$ cat src/include/pif_pkg.sv
// package of constants for the peripheral interrupt flag register two block
// ----------------------------------------------------------------------------
// ----------------------------------------------------------------------------
package pif_pkg;
  localparam logic [11:0] PIF_FLAG_INDEX   = 12'h00D;
  localparam logic [11:0] PIF_FLAG_ADDR    = 12'h034;
  localparam logic [11:0] PIF_ENABLE_ADDR  = 12'h038;
  localparam logic [7:0]  PIF_FLAG_RESET   = 8'h00;
  localparam logic [7:0]  PIF_ENABLE_RESET = 8'h00;
  localparam logic [7:0]  PIF_IMPL_MASK    = 8'hF5;
  localparam int          PIF_OSC_BIT      = 7;
  localparam int          PIF_CMP2_BIT     = 6;
  localparam int          PIF_CMP1_BIT     = 5;
  localparam int          PIF_DISP_BIT     = 4;
  localparam int          PIF_LVD_BIT      = 2;
  localparam int          PIF_CCP2_BIT     = 0;
  localparam int          PIF_SYNC_STAGES  = 3;

  typedef struct packed {
    logic [7:0] flag_reg;
    logic [7:0] enable_reg;
    logic [7:0] sync1_reg;
    logic [7:0] sync2_reg;
    logic [7:0] sync3_reg;
    logic [7:0] prev_reg;
    logic [31:0] prdata_reg;
  } pif_state_type;
endpackage

$ cat src/hdl/pif_flags.sv
// peripheral interrupt flag register two with apb slave
`timescale 1ns/1ps
`default_nettype none
module pif_flags (
  // ----------------------------------------------------------------------------
  // register bus
  // ----------------------------------------------------------------------------
  input  wire logic        pclk,
  input  wire logic        presetn,
  input  wire logic        psel,
  input  wire logic        penable,
  input  wire logic        pwrite,
  input  wire logic [11:0] paddr,
  input  wire logic [31:0] pwdata,
  input  wire logic [3:0]  pstrb,
  output logic             pready,
  output logic             pslverr,
  output logic [31:0]      prdata,
  // ----------------------------------------------------------------------------
  // event sources
  // ----------------------------------------------------------------------------
  input  wire logic        osc_fail_event,
  input  wire logic        cmp2_output,
  input  wire logic        cmp1_output,
  input  wire logic        display_module_event,
  input  wire logic        low_voltage_event,
  input  wire logic        capcomp2_event,
  // ----------------------------------------------------------------------------
  // processor side
  // ----------------------------------------------------------------------------
  output logic [7:0]       flag_out,
  output logic             irq
);
  import pif_pkg::*;

  // ----------------------------------------------------------------------------
  // state
  // ----------------------------------------------------------------------------
  pif_state_type state_reg;
  pif_state_type state_next;

  // synchroniser and edge detection
  logic [7:0]  raw_in;
  logic [7:0]  agree;
  logic [7:0]  level_now;
  logic [7:0]  rise;
  logic [7:0]  toggle;
  logic [7:0]  events;

  // register update
  logic [7:0]  clear_mask;
  logic [7:0]  flag_cleared;
  logic [7:0]  flag_set;
  logic [7:0]  enable_value;
  logic [7:0]  pending;

  // bus
  logic [7:0]  read_byte;
  logic [31:0] read_word;
  logic        setup_phase;
  logic        access_phase;
  logic        wr_en;
  logic        rd_en;
  logic        hit_flag;
  logic        hit_enable;
  logic        hit_any;

  // ----------------------------------------------------------------------------
  // source mapping
  // ----------------------------------------------------------------------------
  always_comb begin
    raw_in               = 8'h00;
    raw_in[PIF_OSC_BIT]  = osc_fail_event;
    raw_in[PIF_CMP2_BIT] = cmp2_output;
    raw_in[PIF_CMP1_BIT] = cmp1_output;
    raw_in[PIF_DISP_BIT] = display_module_event;
    raw_in[PIF_LVD_BIT]  = low_voltage_event;
    raw_in[PIF_CCP2_BIT] = capcomp2_event;
  end

  // ----------------------------------------------------------------------------
  // synchroniser agreement
  // ----------------------------------------------------------------------------
  always_comb begin
    // a change counts only once stages two and three agree
    agree     = ~(state_reg.sync2_reg ^ state_reg.sync3_reg);
    level_now = state_reg.prev_reg;
    for (int i = 0; i < 8; i++) begin
      if (agree[i]) begin
        level_now[i] = state_reg.sync3_reg[i];
      end else begin
        level_now[i] = state_reg.prev_reg[i];
      end
    end
  end

  // ----------------------------------------------------------------------------
  // event detection
  // ----------------------------------------------------------------------------
  always_comb begin
    rise                 = level_now & ~state_reg.prev_reg;
    toggle               = level_now ^ state_reg.prev_reg;
    events               = 8'h00;
    events[PIF_OSC_BIT]  = rise[PIF_OSC_BIT];
    events[PIF_CMP2_BIT] = toggle[PIF_CMP2_BIT];
    events[PIF_CMP1_BIT] = toggle[PIF_CMP1_BIT];
    events[PIF_DISP_BIT] = rise[PIF_DISP_BIT];
    events[PIF_LVD_BIT]  = rise[PIF_LVD_BIT];
    events[PIF_CCP2_BIT] = rise[PIF_CCP2_BIT];
  end

  // ----------------------------------------------------------------------------
  // bus decode
  // ----------------------------------------------------------------------------
  assign setup_phase  = psel && !penable;
  assign access_phase = psel && penable;
  assign hit_flag     = (paddr == PIF_FLAG_ADDR);
  assign hit_enable   = (paddr == PIF_ENABLE_ADDR);
  assign hit_any      = hit_flag || hit_enable;
  assign wr_en        = access_phase && pwrite && pstrb[0];
  assign rd_en        = setup_phase && !pwrite;

  // ----------------------------------------------------------------------------
  // write path
  // ----------------------------------------------------------------------------
  always_comb begin
    clear_mask   = 8'h00;
    enable_value = state_reg.enable_reg;
    if (wr_en) begin
      case (paddr)
        PIF_FLAG_ADDR: begin
          clear_mask = pwdata[7:0] & PIF_IMPL_MASK;
        end
        PIF_ENABLE_ADDR: begin
          enable_value = pwdata[7:0] & PIF_IMPL_MASK;
        end
        default: begin
          clear_mask = 8'h00;
        end
      endcase
    end
    flag_cleared = state_reg.flag_reg & ~clear_mask;
    // a new event in the same cycle wins over the clear
    flag_set               = 8'h00;
    flag_set[PIF_OSC_BIT]  = flag_cleared[PIF_OSC_BIT] | events[PIF_OSC_BIT];
    flag_set[PIF_CMP2_BIT] = flag_cleared[PIF_CMP2_BIT] | events[PIF_CMP2_BIT];
    flag_set[PIF_CMP1_BIT] = flag_cleared[PIF_CMP1_BIT] | events[PIF_CMP1_BIT];
    flag_set[PIF_DISP_BIT] = flag_cleared[PIF_DISP_BIT] | events[PIF_DISP_BIT];
    flag_set[PIF_LVD_BIT]  = flag_cleared[PIF_LVD_BIT] | events[PIF_LVD_BIT];
    flag_set[PIF_CCP2_BIT] = flag_cleared[PIF_CCP2_BIT] | events[PIF_CCP2_BIT];
  end

  // ----------------------------------------------------------------------------
  // read path
  // ----------------------------------------------------------------------------
  always_comb begin
    read_byte = 8'h00;
    case (paddr)
      PIF_FLAG_ADDR: begin
        read_byte = state_reg.flag_reg & PIF_IMPL_MASK;
      end
      PIF_ENABLE_ADDR: begin
        read_byte = state_reg.enable_reg;
      end
      default: begin
        read_byte = 8'h00;
      end
    endcase
    read_word = {24'h000000, read_byte};
  end

  // ----------------------------------------------------------------------------
  // next state
  // ----------------------------------------------------------------------------
  always_comb begin
    state_next            = state_reg;
    state_next.sync1_reg  = raw_in;
    state_next.sync2_reg  = state_reg.sync1_reg;
    state_next.sync3_reg  = state_reg.sync2_reg;
    state_next.prev_reg   = level_now;
    state_next.flag_reg   = flag_set;
    state_next.enable_reg = enable_value;
    // read data taken in setup, stands through access
    if (rd_en) begin
      state_next.prdata_reg = read_word;
    end
  end

  // ----------------------------------------------------------------------------
  // state register
  // ----------------------------------------------------------------------------
  always_ff @(posedge pclk or negedge presetn) begin
    if (!presetn) begin
      state_reg.flag_reg   <= PIF_FLAG_RESET;
      state_reg.enable_reg <= PIF_ENABLE_RESET;
      state_reg.sync1_reg  <= '0;
      state_reg.sync2_reg  <= '0;
      state_reg.sync3_reg  <= '0;
      state_reg.prev_reg   <= '0;
      state_reg.prdata_reg <= '0;
    end else begin
      state_reg <= state_next;
    end
  end

  // ----------------------------------------------------------------------------
  // interrupt
  // ----------------------------------------------------------------------------
  assign pending = state_reg.flag_reg & state_reg.enable_reg;
  assign irq     = |pending;

  // ----------------------------------------------------------------------------
  // bus response
  // ----------------------------------------------------------------------------
  assign pready  = 1'b1;
  assign pslverr = access_phase && !hit_any;

  // ----------------------------------------------------------------------------
  // register outputs
  // ----------------------------------------------------------------------------
  assign prdata   = state_reg.prdata_reg;
  assign flag_out = state_reg.flag_reg;
endmodule // pif_flags
`default_nettype wire

$ cat config.mk
export PLATFORM = sky130hd
export DESIGN_NAME = pif_flags
export DESIGN_NICKNAME = d
export VERILOG_FILES = /design/src/include/pif_pkg.sv /design/src/hdl/pif_flags.sv
export SDC_FILE = /design/constraint.sdc
export NUM_CORES = 1
export LEC_CHECK = 0
export BUFFER_PORTS_ARGS = -buffer_cell sky130_fd_sc_hd__buf_4
export CORE_MARGIN = 2
export CORE_UTILIZATION = 35
export CTS_BUF_LIST = sky130_fd_sc_hd__clkbuf_16
export DETAILED_ROUTE_END_ITERATION = 7
export GPL_TIMING_DRIVEN = 0
export HOLD_SLACK_MARGIN = 0.12
export SYNTH_ARGS = -nofsm -noshare
export SYNTH_HDL_FRONTEND = slang
export SYNTH_SLANG_ARGS = --single-unit
$ cat constraint.sdc
create_clock -name pclk -period 1.8 [get_ports pclk]
set_input_delay 0.27 -clock pclk [delete_from_list [all_inputs] [get_ports pclk]]
set_output_delay 0.27 -clock pclk [all_outputs]
set_load 0.02 [all_outputs]
==> results.cfg <==
[route]
viasPerCell = 4.11
wl_um = 3450
avgRoutedWirePerCell_um = 10.6
ant_nets = 0
drc = 0
firstDrtPassIters = 4
drt_iter0_drc = 96
vias = 1332

[setup_path]
setup.worst_path.end_class = register
worstPathCellList = buf_4 -> or4b_4 -> or4_4 -> buf_6 -> mux2_4
worstPathArrival_ns = 1.91
cp.required_ns = 1.97
critPathLaunch = paddr[2]
crit_path_top_delay_cell = or4b_4
r2r-start = state_next[46]
max_stage_delay_ns = 0.54
start_kind = primary input
crit_type = in -> reg
cp_max_fo = 6

[power]
vdd_ir_drop_max_mv = 0.537
leakagePower_nw = 1.42
power_mw = 2.07
power_density_nw_per_um2 = 778

[cts]
path_clk_slew_ns = 0.06
ctsRootBufferMaster = clkbuf_16
cts_max_level = 2
ctsLongestPathBuffers = 2
cts_made_buffers = 5
cts_tree = done
insertion_delay_ns = 0.28
clock_sinks = 42

[yosys]
ys_types = 30
synth.ff_latch_count = 42
synthCells = 168
ys_top_cells_by_count = dfrtp_1, buf_4, inv_1
synth_top_area_share_pct = 55.2
synth_ff_type = dfrtp_1
yosysMostFrequentCell = dfrtp_1
ys_seq_area_share_pct = 55.2
synthesis.area_sq_um = 1910
avgSynthCellArea_sq_um = 11.3
synth-edff-count = 0
synth_top_area_cell = dfrtp_1
yosys-top-cells-area = dfrtp_1, buf_4, inv_1
yosysWarnings = 0
async_flop_share_pct = 100

[final_layout]
largest_register_ffs = 18
areaGrowthSynthToFinish_pct = 39.5
diodes = 0
drive_gt1_share_pct = 39.0
nFillCells = 496
final_nets = 312

[placed_design]
place_congestion = 0.709
dp_hpwl_um = 2430
port_buffers = 43
post-place-ws_ns = -0.511

[global_route]
globalRouteOverflowTotal = 0
antenna_found_initial = 0
grt_start_max_net_pins = 43
grt_use_total_pct = 12.5
grt_first_pass_wirelength_um = 5940
grt_pass1_vias = 1312

[run_status]
outcome = complete, no violations

[floorplanning]
fp-row-count = 26
die_x_um = 77.8
die_y_um = 77.8
ios = 102
dieArea_sq_um = 6050
core-area_sq_um = 5170
initial_core_util_pct = 36.8

[sta]
maxSlewViolCount = 0
hold_violations = 0
rsz0062_at_grt = yes
period_needed_ns = 1.75
fmax_ghz = 0.573
timing.final.ws_setup_ns = 0.0545
skew_ns = 0.00587
slew_headroom_pct = 65.2
tightest_slew_ns = 0.523
finalSetupViolCount = 0
finalCritPeriodShare_pct = 97.0

[worst_hold_path]
hold_class = in -> reg
hold_path_startpoint = pwdata[7]

[run]
drv_cap = 0
## worst paths after layout
path | depth (start not counted) | slack [ns] | end
worst max-delay path | 5 | 0.05 | state_reg[71]
worst min-delay path | 2 | 0.23 | state_reg[71]
worst max register to register | 3 | 0.77 | flag_out[6]
worst min register to register | 0 | 0.34 | state_next[46]
max in group asynchronous | 2 | 0.93 | state_reg[34]
min in group asynchronous | 2 | 0.51 | state_next[54]
## per-stage QoR
step / area, sq um / utilization (%) / cells / hold slack [ns] / setup TNS, ns
detailed placement: 2420 / 46.8 / 308 / 0.292 / -4.27
global route: 2660 / 51.4 / 324 / 0.229 / -0.0300
global placement: 2420 / 46.8 / 308 / 0.286 / -4.03
finish: 2660 / 51.4 / 324 / 0.230 / 0
CTS: 2640 / 51.1 / 323 / 0.224 / 0
floorplan: 2010 / - / 195 / -0.0256 / -0.0855
## worst max-delay path, delay by kind of cell
family / cells / cell delay [ns]
buffers and inverters: 2 / 0.27
muxes: 1 / 0.29
and+or+nand+nor: 2 / 1.08
## report_power, final
group / leakage (nW) / internal (mW) / switching [mW] / total (mW)
clock: 0.0724 / 0.501 / 0.337 / 0.838
sequential: 0.474 / 0.980 / 0.0195 / 0.999
combinational: 0.878 / 0.117 / 0.113 / 0.230
## kinds of logic (layout without fill, tap and decap cells)
group | Yosys count | in the layout | share of synthesized area [%]
simple gates | 25 | 25 | 8.27
flops | 42 | 42 | 55.2
fa+ha+maj | 4 | 4 | 2.10
other cells | 2 | 29 | 0.394
buf+inv | 65 | 124 | 21.3
mux | 6 | 6 | 3.41
compound gates | 24 | 24 | 9.39
## final cells by class
| class | count | area (sq um) | area share [%] |
|---|---|---|---|
| Sequential cell | 42 | 1050 | 39.5 |
| Multi-Input combinational cell | 88 | 576 | 21.7 |
| Timing Repair Buffer | 51 | 400 | 15.1 |
| Buffer | 45 | 330 | 12.4 |
| Clock buffer | 5 | 125 | 4.71 |
| Tap cell | 70 | 87.6 | 3.30 |
| Inverter | 20 | 75.1 | 2.82 |
| Clock inverter | 3 | 12.5 | 0.471 |
## per-layer routing
layer | wire (um) | part of all wire [%] | track usage, % | vias to the layer above
met5 | 0 | 0 | 0 | -
met4 | 70 | 2.0 | 6.79 | 0
met3 | 239 | 6.9 | 3.60 | 7
met2 | 1610 | 47 | 19.7 | 44
met1 | 1530 | 44 | 15.4 | 613
li1 | - | - | - | 668
## cells in the final DEF (no fill, tap or decap), types with 2 or more instances in the layout
cell           instances
buf_4                 85
dfrtp_1               42
conb_1                29
inv_1                 21
nand2_1                9
o221ai_1               7
dlygate4sd3_1          7
o21ai_0                6
mux2i_1                5
clkbuf_16              5
maj3_1                 4
nor2_1                 3
a32oi_1                3
clkbuf_1               3
or4_4                  2
a221oi_1               2
or4_1                  2
## what timing repair did
action | 4_1_cts | 5_1_grt
buffers inserted | 0 | 1
pin swaps | 0 | 1
endpoints found under the hold margin | 48 | 0
gates resized for setup | 2 | 1
hold buffers | 7 | 0
setup endpoints to repair | 7 | 5
No activity file was read; power rests on OpenSTA's default activity.
